$ cat src/ddtdc_pkg.sv
package ddtdc_pkg;

	////////////////////////////////////////////////////////////////////////////////
	// Timing
	localparam int CLK_PERIOD_NS = 100;
	localparam int SETTLE_NS = 800;
	localparam int SETTLE_CYC = (SETTLE_NS + CLK_PERIOD_NS - 1) / CLK_PERIOD_NS;

	////////////////////////////////////////////////////////////////////////////////
	// Delay line and lock window
	localparam logic [8:0] TAP_MAX = 9'h1B0;
	localparam logic [4:0] LOCK_DROP_STEPS = 5'h04;
	localparam logic [4:0] LOCK_GAIN_STEPS = 5'h03;
	localparam int GUARD_SHIFT = 3;

	////////////////////////////////////////////////////////////////////////////////
	// Register offsets
	localparam logic [6:0] ADR_OUT_DRV = 7'h01;
	localparam logic [6:0] ADR_IRQ_EN = 7'h03;
	localparam logic [6:0] ADR_IRQ_FLG = 7'h04;
	localparam logic [6:0] ADR_PD = 7'h24;
	localparam logic [6:0] ADR_DUTY = 7'h25;
	localparam logic [6:0] ADR_GAIN = 7'h26;
	localparam logic [6:0] ADR_PHASE = 7'h27;
	localparam logic [6:0] ADR_TAP = 7'h28;
	localparam logic [6:0] ADR_GUARD = 7'h29;
	localparam logic [6:0] ADR_STAT = 7'h2A;

	////////////////////////////////////////////////////////////////////////////////
	// Field positions
	localparam int DCO_PD_BIT = 5;
	localparam int IRQ_LCK_BIT = 2;
	localparam int IRQ_LST_BIT = 3;
	localparam int SLOPE_POS_BIT = 6;
	localparam int RUN_BIT = 0;
	localparam int GAIN_LSB = 1;
	localparam int READBACK_BIT = 3;
	localparam int SEARCH_EN_BIT = 6;
	localparam int TAP_LSB_BIT = 7;
	localparam int RELOCK_RESTART_BIT = 5;
	localparam int RETRY_BIT = 6;

	////////////////////////////////////////////////////////////////////////////////
	// Reset values
	localparam logic [7:0] RST_REG = 8'h00;
	localparam logic [7:0] RST_TAP_REG = 8'h6C;

	////////////////////////////////////////////////////////////////////////////////
	// Types
	typedef struct packed {
		logic wr;
		logic [6:0] addr;
		logic [7:0] data;
	} ddtdc_wr_s;

	typedef enum logic [4:0] {
		ST_IDLE = 5'b00001,
		ST_SEARCH = 5'b00010,
		ST_SLOPE = 5'b00100,
		ST_TRACK = 5'b01000,
		ST_FAILED = 5'b10000
	} ddtdc_state_e;

	typedef enum logic [2:0] {
		SM_ALT = 3'b001,
		SM_UP = 3'b010,
		SM_DN = 3'b100
	} ddtdc_smode_e;

endpackage

$ cat src/ddtdc_phase_sync.sv
`timescale 1ns/10ps
module ddtdc_phase_sync import ddtdc_pkg::*; #(
	parameter int WIDTH = 5,
	parameter int SETTLE = SETTLE_CYC
) (
	// Clock and reset
	input wire logic clk,
	input wire logic rst_b,
	// Analog phase detector
	input wire logic [WIDTH-1:0] phase_async,
	// Controller side
	input wire logic retune,
	output logic [WIDTH-1:0] phase,
	output logic sample
);

	localparam int CW = $clog2(SETTLE + 1);
	localparam logic [CW-1:0] LAST = CW'(SETTLE - 1);

	logic [WIDTH-1:0] meta_ff;
	logic [CW-1:0] cnt_ff;
	logic ready_ff;

	////////////////////////////////////////////////////////////////////////////////
	// Bus is only used after the settle time, so bit skew in the pair is harmless
	always_ff @(posedge clk or negedge rst_b) begin
		if (!rst_b) begin
			meta_ff <= '0;
			phase <= '0;
		end else begin
			meta_ff <= phase_async;
			phase <= meta_ff;
		end
	end

	////////////////////////////////////////////////////////////////////////////////
	// Each new tap restarts the settle wait before the detector is trusted
	always_ff @(posedge clk or negedge rst_b) begin
		if (!rst_b) begin
			cnt_ff <= '0;
			ready_ff <= 1'b0;
		end else begin
			ready_ff <= (cnt_ff == LAST) && !retune;
			if (retune || cnt_ff == LAST) begin
				cnt_ff <= '0;
			end else begin
				cnt_ff <= cnt_ff + CW'(1);
			end
		end
	end

	// A tap written from the bus lands out of step with the count; its stale sample is dropped
	assign sample = ready_ff && !retune;
endmodule // ddtdc_phase_sync

$ cat src/ddtdc_spi_slave.sv
`timescale 1ns/10ps
module ddtdc_spi_slave import ddtdc_pkg::*; (
	// Clock and reset
	input wire logic clk,
	input wire logic rst_b,
	// Serial pins
	input wire logic sclk_pin,
	input wire logic cs_b_pin,
	input wire logic sdio_in_pin,
	output logic sdio_out,
	output logic sdio_oe,
	// Register side
	output ddtdc_wr_s wr,
	output logic [6:0] rd_addr,
	input wire logic [7:0] rd_data
);

	logic [2:0] sclk_ff;
	logic [1:0] cs_b_ff;
	logic [1:0] sdi_ff;
	logic [4:0] cnt_ff;
	logic [6:0] sh_ff;
	logic [7:0] tx_ff;
	logic rd_ff;
	logic rise;
	logic fall;
	logic active;

	assign rise = sclk_ff[1] & ~sclk_ff[2];
	assign fall = ~sclk_ff[1] & sclk_ff[2];
	assign active = ~cs_b_ff[1];

	always_ff @(posedge clk or negedge rst_b) begin
		if (!rst_b) begin
			sclk_ff <= 3'h0;
			cs_b_ff <= 2'h3;
			sdi_ff <= 2'h0;
		end else begin
			sclk_ff <= {sclk_ff[1:0], sclk_pin};
			cs_b_ff <= {cs_b_ff[0], cs_b_pin};
			sdi_ff <= {sdi_ff[0], sdio_in_pin};
		end
	end

	////////////////////////////////////////////////////////////////////////////////
	// Frame: read flag, 7-bit address, 8 data bits, MSB first, sampled on rising sclk
	always_ff @(posedge clk or negedge rst_b) begin
		if (!rst_b) begin
			cnt_ff <= 5'h00;
			sh_ff <= 7'h00;
			rd_ff <= 1'b0;
			rd_addr <= 7'h00;
			wr <= '0;
		end else begin
			wr.wr <= 1'b0;
			if (!active) begin
				cnt_ff <= 5'h00;
			end else if (rise && cnt_ff != 5'h10) begin
				sh_ff <= {sh_ff[5:0], sdi_ff[1]};
				cnt_ff <= cnt_ff + 5'h01;
				if (cnt_ff == 5'h07) begin
					rd_ff <= sh_ff[6];
					rd_addr <= {sh_ff[5:0], sdi_ff[1]};
				end
				if (cnt_ff == 5'h0F && !rd_ff) begin
					wr <= '{wr: 1'b1, addr: rd_addr, data: {sh_ff[6:0], sdi_ff[1]}};
				end
			end
		end
	end

	////////////////////////////////////////////////////////////////////////////////
	// Read data changes on falling sclk so the host samples it on the next rise
	always_ff @(posedge clk or negedge rst_b) begin
		if (!rst_b) begin
			sdio_out <= 1'b0;
			sdio_oe <= 1'b0;
			tx_ff <= 8'h00;
		end else if (!active) begin
			sdio_oe <= 1'b0;
		end else if (fall && rd_ff && cnt_ff >= 5'h08 && cnt_ff != 5'h10) begin
			sdio_oe <= 1'b1;
			if (cnt_ff == 5'h08) begin
				sdio_out <= rd_data[7];
				tx_ff <= {rd_data[6:0], 1'b0};
			end else begin
				sdio_out <= tx_ff[7];
				tx_ff <= {tx_ff[6:0], 1'b0};
			end
		end
	end
endmodule // ddtdc_spi_slave

$ cat src/ddtdc_top.sv
`timescale 1ns/10ps
// Function
// Nine-bit delay tap register, codes 0 to 432, about 2 ps per code.
// Tap drives the delay line whose output is the master digital clock.
// Measure analog/digital phase and steer the tap onto the target phase.
// Phase code 16 is 180 degrees; keep-out region sits around code 0.
// Tap requests below 0 or above 432 drop lock or restart search.
// Five-bit guard field; one guard step equals eight tap codes, both ends.
// Host should program guard 11 steps, register value 0xCB.
// Host configures this loop into tracking before any other controller.
// First host write turns on the phase detector with boost.
// Host then enables duty correction and picks negative slope.
// Host then sets search/track, target phase and start tap 216.
// Writing run bit starts the state machine; writing it again restarts search.
// Search alternates around start tap until exact phase, then checks slope.
// Guard hit switches to one direction; second hit resumes alternating.
// Reaching delay line endpoints fails search; retry bit picks retry or stop.
// Host waits typical lock time then polls the locked bit.
// After phase and slope match, track drift with small tap steps.
// Locked clears beyond four steps, lost sets if held; within three relocks.
// After lost lock, keep tracking or restart search per relock bit.
// Readback bit exposes the live tap and target phase in their registers.
// Host picks target phase and slope per clock rate.
// Below 1.6 GSPS host may rotate the quarter divider phase.
// Output driver register bit 5 powers down the output data clock.
// Lock and lost interrupt flags set only on false-to-true transitions.
// Host may enable lock interrupt before start and wait for it.
module ddtdc_top import ddtdc_pkg::*; (
	// Clock and reset
	input wire logic clk,
	input wire logic rst_b,
	// Serial configuration port
	input wire logic spi_sclk,
	input wire logic spi_cs_b,
	input wire logic spi_sdio_in,
	output logic spi_sdio_out,
	output logic spi_sdio_oe,
	// Analog phase detector
	input wire logic [4:0] phase_meas_async,
	// Delay line and clock path control
	output logic [8:0] dll_delay_tap,
	output logic [7:0] phase_detector_ctrl,
	output logic [7:0] duty_slope_ctrl,
	output logic output_data_clock_pd,
	// Status
	output logic dll_locked_flag,
	output logic dll_lost_flag,
	output logic dll_tracking,
	output logic dll_irq
);

	ddtdc_wr_s wr;
	logic [6:0] rd_addr;
	logic [7:0] rd_data;
	logic [4:0] meas;
	logic sample;
	logic [7:0] out_drv_ff, irq_en_ff, pd_ff, duty_ff, gain_ff, phase_reg_ff, tap_reg_ff, guard_ff;
	logic locked_ff, lost_ff, locked_d_ff, lost_d_ff, lck_irq_ff, lst_irq_ff, irq_ff;
	ddtdc_state_e st_ff;
	ddtdc_smode_e mode_ff, adv_mode;
	logic [8:0] tap_ff, tap_d_ff, hit_tap_ff, up_ff, dn_ff, adv_up, adv_dn, adv_tap, cur_tap;
	logic guard_off_ff, adv_goff, adv_fail;
	logic [10:0] cand, lo, hi, req;
	logic [4:0] target, abs_d, pdiff;
	logic above, run_wr, slope_ok, probe_dn, range_flt, lose, readback;

	function automatic logic [4:0] mag5(input logic [4:0] d);
		mag5 = d[4] ? (~d + 5'h01) : d;
	endfunction

	function automatic logic [10:0] ext11(input logic [8:0] v);
		ext11 = {2'b00, v};
	endfunction

	ddtdc_spi_slave ddtdc_spi_slave_i (
		.clk(clk),
		.rst_b(rst_b),
		.sclk_pin(spi_sclk),
		.cs_b_pin(spi_cs_b),
		.sdio_in_pin(spi_sdio_in),
		.sdio_out(spi_sdio_out),
		.sdio_oe(spi_sdio_oe),
		.wr(wr),
		.rd_addr(rd_addr),
		.rd_data(rd_data)
	);

	ddtdc_phase_sync #(.WIDTH(5), .SETTLE(SETTLE_CYC)) ddtdc_phase_sync_i (
		.clk(clk),
		.rst_b(rst_b),
		.phase_async(phase_meas_async),
		.retune(tap_ff != tap_d_ff),
		.phase(meas),
		.sample(sample)
	);

	////////////////////////////////////////////////////////////////////////////////
	// Register file
	always_ff @(posedge clk or negedge rst_b) begin
		if (!rst_b) begin
			out_drv_ff <= RST_REG;
			irq_en_ff <= RST_REG;
			pd_ff <= RST_REG;
			duty_ff <= RST_REG;
			gain_ff <= RST_REG;
			phase_reg_ff <= RST_REG;
			tap_reg_ff <= RST_TAP_REG;
			guard_ff <= RST_REG;
		end else if (wr.wr) begin
			unique case (wr.addr)
				ADR_OUT_DRV: out_drv_ff <= wr.data;
				ADR_IRQ_EN: irq_en_ff <= wr.data;
				ADR_PD: pd_ff <= wr.data;
				ADR_DUTY: duty_ff <= wr.data;
				ADR_GAIN: gain_ff <= wr.data;
				ADR_PHASE: phase_reg_ff <= wr.data;
				ADR_TAP: tap_reg_ff <= wr.data;
				ADR_GUARD: guard_ff <= wr.data;
				default: ;
			endcase
		end
	end

	assign readback = gain_ff[READBACK_BIT];

	// Readback bit swaps stored values for what the loop is really using
	always_comb begin
		unique case (rd_addr)
			ADR_OUT_DRV: rd_data = out_drv_ff;
			ADR_IRQ_EN: rd_data = irq_en_ff;
			ADR_IRQ_FLG: rd_data = {4'h0, lst_irq_ff, lck_irq_ff, 2'h0};
			ADR_PD: rd_data = pd_ff;
			ADR_DUTY: rd_data = duty_ff;
			ADR_GAIN: rd_data = gain_ff;
			ADR_PHASE: rd_data = readback ? {tap_ff[0], phase_reg_ff[6:0]} : phase_reg_ff;
			ADR_TAP: rd_data = readback ? tap_ff[8:1] : tap_reg_ff;
			ADR_GUARD: rd_data = guard_ff;
			ADR_STAT: rd_data = {6'h00, lost_ff, locked_ff};
			default: rd_data = 8'h00;
		endcase
	end

	////////////////////////////////////////////////////////////////////////////////
	// Phase arithmetic; 5-bit wrap gives 16 codes per half turn
	assign target = phase_reg_ff[4:0];
	assign pdiff = meas - target;
	assign abs_d = mag5(pdiff);
	assign above = !pdiff[4] && pdiff != 5'h00;
	assign run_wr = wr.wr && wr.addr == ADR_GAIN;
	assign probe_dn = hit_tap_ff == TAP_MAX;
	assign slope_ok = meas != target && ((above ^ probe_dn) == duty_ff[SLOPE_POS_BIT]);
	assign lo = ext11({4'h0, guard_ff[4:0]}) << GUARD_SHIFT;
	assign hi = ext11(TAP_MAX) - lo;
	assign cur_tap = (st_ff == ST_SLOPE) ? hit_tap_ff : tap_ff;

	// Tracking request: step against the phase error by one code plus the gain field
	assign req = (above ^ duty_ff[SLOPE_POS_BIT])
		? ext11(tap_ff) + ext11({7'h00, gain_ff[GAIN_LSB+1:GAIN_LSB]}) + 11'h001
		: ext11(tap_ff) - ext11({7'h00, gain_ff[GAIN_LSB+1:GAIN_LSB]}) - 11'h001;
	assign range_flt = pdiff != 5'h00 && (req[10] || req > ext11(TAP_MAX));
	assign lose = range_flt || abs_d > LOCK_DROP_STEPS;

	////////////////////////////////////////////////////////////////////////////////
	// Next search candidate, guard handling and endpoint failure
	always_comb begin
		adv_tap = cur_tap;
		adv_up = up_ff;
		adv_dn = dn_ff;
		adv_mode = mode_ff;
		adv_goff = guard_off_ff;
		adv_fail = 1'b0;
		if (mode_ff == SM_DN || (mode_ff == SM_ALT && up_ff > dn_ff)) begin
			cand = ext11(tap_reg_ff[7:0] * 9'h002 + {8'h00, phase_reg_ff[TAP_LSB_BIT]})
				- ext11(dn_ff) - 11'h001;
		end else begin
			cand = ext11(tap_reg_ff[7:0] * 9'h002 + {8'h00, phase_reg_ff[TAP_LSB_BIT]})
				+ ext11(up_ff) + 11'h001;
		end
		if (!guard_off_ff && (cand[10] || cand < lo || cand > hi)) begin
			if (mode_ff == SM_ALT) begin
				adv_mode = (cand[10] || cand < lo) ? SM_UP : SM_DN;
			end else begin
				adv_mode = SM_ALT;
				adv_goff = 1'b1;
			end
		end else if (cand[10] || cand > ext11(TAP_MAX)) begin
			adv_fail = 1'b1;
		end else begin
			adv_tap = cand[8:0];
			if (cand > ext11(cur_tap) || (mode_ff != SM_DN && cand == ext11(cur_tap))) begin
				adv_up = up_ff + 9'h001;
			end else begin
				adv_dn = dn_ff + 9'h001;
			end
		end
	end

	////////////////////////////////////////////////////////////////////////////////
	// Controller state machine
	always_ff @(posedge clk or negedge rst_b) begin
		if (!rst_b) begin
			st_ff <= ST_IDLE;
			tap_ff <= {RST_TAP_REG, 1'b0};
			tap_d_ff <= {RST_TAP_REG, 1'b0};
			hit_tap_ff <= 9'h000;
			up_ff <= 9'h000;
			dn_ff <= 9'h000;
			mode_ff <= SM_ALT;
			guard_off_ff <= 1'b0;
		end else begin
			tap_d_ff <= tap_ff;
			if (run_wr || (sample && st_ff == ST_FAILED && guard_ff[RETRY_BIT])
					|| (sample && st_ff == ST_TRACK && lose && locked_ff
					&& guard_ff[RELOCK_RESTART_BIT])) begin
				tap_ff <= {tap_reg_ff, phase_reg_ff[TAP_LSB_BIT]};
				up_ff <= 9'h000;
				dn_ff <= 9'h000;
				mode_ff <= SM_ALT;
				guard_off_ff <= 1'b0;
				if (run_wr && !wr.data[RUN_BIT]) begin
					st_ff <= ST_IDLE;
				end else if (run_wr && !phase_reg_ff[SEARCH_EN_BIT]) begin
					st_ff <= ST_TRACK;
				end else begin
					st_ff <= ST_SEARCH;
				end
			end else if (sample) begin
				unique case (st_ff)
					ST_IDLE: ;
					ST_FAILED: ;
					ST_SEARCH, ST_SLOPE: begin
						if (st_ff == ST_SEARCH && meas == target) begin
							hit_tap_ff <= tap_ff;
							tap_ff <= (tap_ff == TAP_MAX) ? tap_ff - 9'h001 : tap_ff + 9'h001;
							st_ff <= ST_SLOPE;
						end else if (st_ff == ST_SLOPE && slope_ok) begin
							tap_ff <= hit_tap_ff;
							st_ff <= ST_TRACK;
						end else begin
							tap_ff <= adv_tap;
							up_ff <= adv_up;
							dn_ff <= adv_dn;
							mode_ff <= adv_mode;
							guard_off_ff <= adv_goff;
							st_ff <= adv_fail ? ST_FAILED : ST_SEARCH;
						end
					end
					ST_TRACK: begin
						if (pdiff != 5'h00 && !range_flt) begin
							tap_ff <= req[8:0];
						end
					end
				endcase
			end
		end
	end

	////////////////////////////////////////////////////////////////////////////////
	// Lock status with hysteresis
	always_ff @(posedge clk or negedge rst_b) begin
		if (!rst_b) begin
			locked_ff <= 1'b0;
			lost_ff <= 1'b0;
		end else if (run_wr) begin
			locked_ff <= 1'b0;
		end else if (sample && st_ff == ST_TRACK) begin
			if (lose) begin
				locked_ff <= 1'b0;
				lost_ff <= lost_ff | locked_ff;
			end else if (abs_d <= LOCK_GAIN_STEPS) begin
				locked_ff <= 1'b1;
				lost_ff <= 1'b0;
			end
		end
	end

	////////////////////////////////////////////////////////////////////////////////
	// Edge-set interrupt flags; disabling the enable clears the flag and blocks any new edge
	always_ff @(posedge clk or negedge rst_b) begin
		if (!rst_b) begin
			locked_d_ff <= 1'b0;
			lost_d_ff <= 1'b0;
			lck_irq_ff <= 1'b0;
			lst_irq_ff <= 1'b0;
			irq_ff <= 1'b0;
		end else begin
			locked_d_ff <= locked_ff;
			lost_d_ff <= lost_ff;
			if (irq_en_ff[IRQ_LCK_BIT] && locked_ff && !locked_d_ff) begin
				lck_irq_ff <= 1'b1;
			end else if (!irq_en_ff[IRQ_LCK_BIT]) begin
				lck_irq_ff <= 1'b0;
			end
			if (irq_en_ff[IRQ_LST_BIT] && lost_ff && !lost_d_ff) begin
				lst_irq_ff <= 1'b1;
			end else if (!irq_en_ff[IRQ_LST_BIT]) begin
				lst_irq_ff <= 1'b0;
			end
			irq_ff <= lck_irq_ff | lst_irq_ff;
		end
	end

	////////////////////////////////////////////////////////////////////////////////
	// Outputs
	always_ff @(posedge clk or negedge rst_b) begin
		if (!rst_b) begin
			dll_delay_tap <= {RST_TAP_REG, 1'b0};
			phase_detector_ctrl <= RST_REG;
			duty_slope_ctrl <= RST_REG;
			output_data_clock_pd <= 1'b0;
			dll_locked_flag <= 1'b0;
			dll_lost_flag <= 1'b0;
			dll_tracking <= 1'b0;
		end else begin
			dll_delay_tap <= tap_ff;
			phase_detector_ctrl <= pd_ff;
			duty_slope_ctrl <= duty_ff;
			output_data_clock_pd <= out_drv_ff[DCO_PD_BIT];
			dll_locked_flag <= locked_ff;
			dll_lost_flag <= lost_ff;
			dll_tracking <= st_ff == ST_TRACK;
		end
	end
	assign dll_irq = irq_ff;
endmodule // ddtdc_top

$ cat config.mk
export PLATFORM = sky130hd
export DESIGN_NAME = ddtdc_top
export DESIGN_NICKNAME = d
export VERILOG_FILES = /design/src/ddtdc_pkg.sv /design/src/ddtdc_phase_sync.sv /design/src/ddtdc_spi_slave.sv /design/src/ddtdc_top.sv
export SDC_FILE = /design/constraint.sdc
export NUM_CORES = 1
export LEC_CHECK = 0
export BUFFER_PORTS_ARGS = -buffer_cell sky130_fd_sc_hd__buf_2
export CORE_MARGIN = 1
export CORE_UTILIZATION = 39
export DETAILED_ROUTE_END_ITERATION = 16
export MAX_ROUTING_LAYER = met4
export PLACE_DENSITY = 0.57
export SLEW_MARGIN = 20
export SYNTH_ARGS = -nofsm -noshare
export SYNTH_HDL_FRONTEND = slang
export SYNTH_SLANG_ARGS = --single-unit
$ cat constraint.sdc
create_clock -name clk -period 5.3 [get_ports clk]
set_input_delay 0.265 -clock clk [delete_from_list [all_inputs] [get_ports clk]]
set_output_delay 0.265 -clock clk [all_outputs]
set_load 0.01 [all_outputs]
# Yosys cells after proc, flatten, opt, wreduce, memory -nomap -nowiden
# Index checks and enable logic that the tools add are counted.
# word_totals
reg_bits	211
wordCells	287
input_bits	10
out_inout_bits	32
# classes
magnitude_cmp	9
n_reduce_logical	81
n_addsub	18
eq_ne	46
muxes	77
n_bitwise	12
# ops
op	count
$mux W9	25
$eq A7 B6 Y1 const B	13
$pmux W8 S10	1
$mux W16	3
$mux W5	9
$logic_and A1 B1 Y1	29
$add A9 B1 Y9 const B	3
$mux W3	8
$mux W8	3
$reduce_and A2 Y1	12
$add A10 B1 Y11 const B	2
$gt A11 B9 Y1 const B	2
$mux W1	22
$mux W11	2
$sub A10 B2 Y11 const B	2
$eq A9 B9 Y1 const B	2
$pmux W9 S2	1
$reduce_bool A2 Y1	8
$eq A5 B4 Y1 const B	3
$eq A7 B1 Y1 const B	2
$eq A7 B2 Y1 const B	2
$reduce_and A7 Y1	2
$mux W4	3
$ne A2 B1 Y1 const B	6
47 further kinds	78

# Depth between registers and ports, before layout
# logic_depth
depth_word	15
depth_mapped	25
ltp_nobuf	23

# Modules after synthesis
# From an unflattened synthesis, not the netlist that was laid out.
# unflattened
hier_cells	1227
hier_area_um2	12752.2
# by_module_without_submodules
module	cells_per_inst	area_per_inst_um2	n_inst	seq_area_each_um2
ddtdc_top	1060	10121.0	1	3595.9
ddtdc_spi_slave	140	2159.6	1	1303.8
ddtdc_phase_sync	27	471.7	1	375.4

# Worst setup path before layout
# OpenSTA, ideal clock, no wires.
# synth_timing
kind	register to register
start	reg phase_reg_ff[7]
end	reg up_ff[7]
setup_ps	78
required_time_ps	5222
stages_incl_launch_ff	24
arrival_ps	4979
path_slack_ps	243
synth_period_minus_slack_ps	5057
cell_sequence	dfrtp_1 > inv_1 > ha_1 > inv_1 > fa_1 > a21o_1 > a21oi_1 > xnor2_1 > xnor2_1 > o21ai_0 > inv_1 > ha_1 > nor2b_1 > o21a_1 > o21a_1 > o21a_1 > o21a_1 > o32a_1 > a311oi_4 > nor2_4 > or4_1 > buf_2 > or4_1 > a21oi_1
# synth_between
elab_chain_len	10
# synth_lines
element	line	text
start: declaration	ddtdc_top.sv:57	logic [7:0] out_drv_ff, irq_en_ff, pd_ff, duty_ff, gain_ff, phase_reg_ff, tap_reg_ff, guard_ff;
start signal: assignment	ddtdc_top.sv:116	ADR_PHASE: phase_reg_ff <= wr.data;
$add A9 B1 Y9 (*)	ddtdc_top.sv:173, ddtdc_top.sv:176	
$add A9 B9 Y10 / $sub A9 B9 Y10 (equally long branches)	ddtdc_top.sv:177, ddtdc_top.sv:174	
$add A10 B1 Y11 / $sub A10 B2 Y11 (equally long branches)	ddtdc_top.sv:177, ddtdc_top.sv:174	
$mux W11 (*)	ddtdc_top.sv:172	if (mode_ff == SM_DN || (mode_ff == SM_ALT && up_ff > dn_ff)) begin
$lt A11 B8 Y1	ddtdc_top.sv:179	if (!guard_off_ff && (cand[10] || cand < lo || cand > hi)) begin
$logic_or A1 B1 Y1 (2 in series)	ddtdc_top.sv:179	
$logic_and A1 B1 Y1	ddtdc_top.sv:179	
$ne A2 B1 Y1 (no line)	n/a	
$reduce_and A7 Y1 (no line) (*)	n/a	
end signal: assignment	ddtdc_top.sv:241	up_ff <= adv_up;
end: declaration	ddtdc_top.sv:61	logic [8:0] tap_ff, tap_d_ff, hit_tap_ff, up_ff, dn_ff, adv_up, adv_dn, adv_tap, cur_tap;
# Mark *: on every way between the ends. The rest lies on a longest branch, timed or not.
# A chain may end at the register's enable or synchronous reset.

# Worst setup path after layout
# layout_timing
start	reg phase_reg_ff[7]
end	reg up_ff[4]
# The elaborated chain is that of the path after synthesis.

==> metrics.yaml <==
status: "finished clean"
utilization: 0.459
synthCells: 1280
ios: 42
synth_cell_type_count: 72
fin_crit_sh: 0.945
fin_worst_skew_ns: 0.0122
drtAntennaViolNets: 0
cts_tree: "done"
min_path_type: "register to register"
wire_per_inst_um: 19.5
syn_avg_cell_area_um2: 9.88
area_delta_synth_final_pct: 15.1
grt_pass1_vias: 10000
synth_top_area_share: 0.384
diodes: 0
gr-total-overflow: 0
power_density_mw_per_mm2: 251
layout_common_cells: "dfrtp_1 (194), mux2_2 (103), nand2_1 (101)"
core_mm2: 0.0317
layout.nets: 1425
drtIter0Drc: 656
cts_buffers: 25
mappedNetlistArea_mm2: 0.0127
p_int_w: 0.00285
drv_cap: 0
postRouteWirelength_um: 34400
final_cells: 1761
critical_path_required_ns: 5.75
p_sw_frac: 0.220
slew_headroom: 0.303
placementRows: 65
grt_max_degree: 107
drc: 0
design_area_mm2: 0.0146
clockBufferDepth: 3
place_congestion: 0.907
drtPass1Iterations: 5
fmax_mhz: 200
worstSetupPathType: "register to register"
start_util: 0.399
worst-slew-pin-transition_ns: 1.04
synth_largest_area_cell: "dfrtp_1"
vdd_ir_drop_max_mv: 0.276
clk_pin_slew_worst_paths_ns: 0.06
cts_sinks: 210
power_frac_seq: 0.455
viasPerCell: 5.71
p_comb_frac: 0.033
setup_viol: 0
p_switching_w: 0.000803
dieArea_mm2: 0.0332
root_buffer: "clkbuf_16"
synthTopCellsByArea: "dfrtp_1 (38%), mux2_2 (9.2%), ha_1 (6.9%), dfstp_2 (3.3%), a21oi_1 (3.1%)"
die_x_um: 182
path_max_fanout: 14
startpoint_type: "register"
synthArstFlopShare: 1.00
endpoint_kind: "register"
placed_cells: 1705
antenna_found_initial: 0
totalPowerFinal_w: 0.00365
min_period_ns: 5.01
grt_pass1_wl_um: 55200
h-tree-depth: 1
clkLatencyLatePin_ns: 0.54
synth_edf_count: 0
drive_gt1_frac: 0.210
ys.warnings.count: 0
port_buffers: 41
p_leak_nw: 6.74
layout_commonest_cell: "dfrtp_1"
final_max_slew_viol_count: 0
hpwl_um: 24800
worstPathArrival_ns: 5.46
hold_viol: 0
grt.total_usage: 0.215
yosysSeqAreaShare: 0.417
ys_ff_latch: 210
synth_ff_type: "dfrtp_1"
syn-num-nets: 1365
p_clk_frac: 0.512
dpl_cell_area_mm2: 0.0135
die_h_um: 182
num_vias: 10100
==> critical path, stage by stage, from the launching register on <==
cell and delay, ns:
dfrtp_1 0.38, inv_1 0.10, ha_1 0.16, inv_1 0.05
fa_2 0.51, inv_1 0.05, ha_1 0.21, nand2_2 0.11
nor2_1 0.06, xnor2_1 0.14, o21ai_1 0.18, inv_1 0.08
ha_1 0.30, nor2b_1 0.13, o21a_1 0.16, o21a_1 0.17
o21a_1 0.17, o21a_1 0.16, o32a_1 0.22, a311oi_4 0.28
nor2_4 0.09, or4_4 0.54, buf_6 0.17, or3_1 0.34
a21oi_1 0.16
==> flip-flops by register name, summed over array words and instances, names as in the netlist, 9 cells and up <==
| signal | count |
|---|---|
| ddtdc_spi_slave_i.wr | 16 |
| dll_delay_tap | 9 |
| dn_ff | 9 |
| hit_tap_ff | 9 |
| tap_ff | 9 |
| up_ff | 9 |
==> cell families after synthesis <==
kind of cell    after synthesis  share of synthesized area
simple gates                382                      0.155
compound gates              295                      0.153
flops                       210                      0.417
mux                         135                      0.117
buf+inv                     118                     0.0356
fa+ha+maj                    75                     0.0771
xor+xnor                     65                     0.0450
==> repair_timing <==
| action | 4_1_cts | 5_1_grt |
|---|---|---|
| setup buffers | 0 | 1 |
| hold buffers | 9 | 0 |
| endpoints found under the hold margin | 99 | 0 |
| endpoints found under the setup margin | 4 | 13 |
| resized for setup | 1 | 19 |
| pin swaps | 0 | 3 |
==> stage by stage <==
stage	setup TNS, ns	setup slack [ns]	hold slack [ns]
3_3_place_gp	0	0.146	0.332
3_5_place_dp	0	0.000594	0.336
5_1_grt	-0.00478	-0.00477	0.350
4_1_cts	0	0.0606	0.347
2_1_floorplan	0	0.243	-0.0306
6_report	0	0.289	0.345
==> metal layers <==
layer,part of all wire,vias to the layer above,global-route usage
met5,0,-,-
met2,0.46,210,0.340
li1,-,4778,-
met1,0.48,5013,0.292
met3,0.036,49,0.0257
met4,0.026,0,0.0598
==> path summary, 6_finish.rpt <==
path | end | from | cells past startpoint | slack, ns
max | up_ff[4] | phase_reg_ff[7] | 24 | 0.29
min | ddtdc_phase_sync_i.phase[3] | ddtdc_phase_sync_i.meta_ff[3] | 0 | 0.35
max reg2reg | up_ff[4] | phase_reg_ff[7] | 24 | 0.29
min reg2reg | ddtdc_phase_sync_i.phase[3] | ddtdc_phase_sync_i.meta_ff[3] | 0 | 0.35
max in group asynchronous | ddtdc_spi_slave_i.sclk_ff[2] | rst_b | 3 | 3.66
min in group asynchronous | ddtdc_phase_sync_i.cnt_ff[0] | rst_b | 2 | 0.38
==> synth_stat cells (7+ instances only) <==
cell	n
dfstp_2	16
nand3_1	33
buf_1	8
mux2_2	103
nand2b_1	8
a21o_1	8
a21oi_1	79
ha_1	70
o31ai_1	7
mux2i_1	32
o21a_1	20
or4_1	8
o21ai_0	56
nand3b_1	8
a221oi_1	9
nor3_1	18
nor3b_1	10
nor2b_1	17
clkbuf_1	47
or2_2	12
nand2_1	102
xnor2_1	41
a22oi_1	15
dfrtp_1	194
a31oi_1	23
a211oi_1	7
and2_1	9
a211o_1	9
or3_1	13
and3_1	8
xor2_1	24
nor2_1	86
inv_1	57
o211ai_1	17
nand4_1	23
==> final cells by class <==
class,instances,area [um^2]
Multi-Input combinational cell,952,7030
Sequential cell,210,5280
Timing Repair Buffer,94,639
Inverter,57,214
Tap cell,402,503
Fill cell,3033,17200
Clock inverter,11,203
Clock buffer,35,693
==> power groups by stage <==
stage / Combinational [W] / Clock, W / Sequential [W]
detailed placement: 0.000116 / 0 / 0.00169
finish: 0.000119 / 0.00187 / 0.00166
floorplan: 0.0000639 / 0 / 0.00168
global route: 0.000135 / 0.00197 / 0.00167
global placement: 0.000114 / 0 / 0.00169
CTS: 0.000122 / 0.00191 / 0.00166
Power figures use the tool's default switching activity.
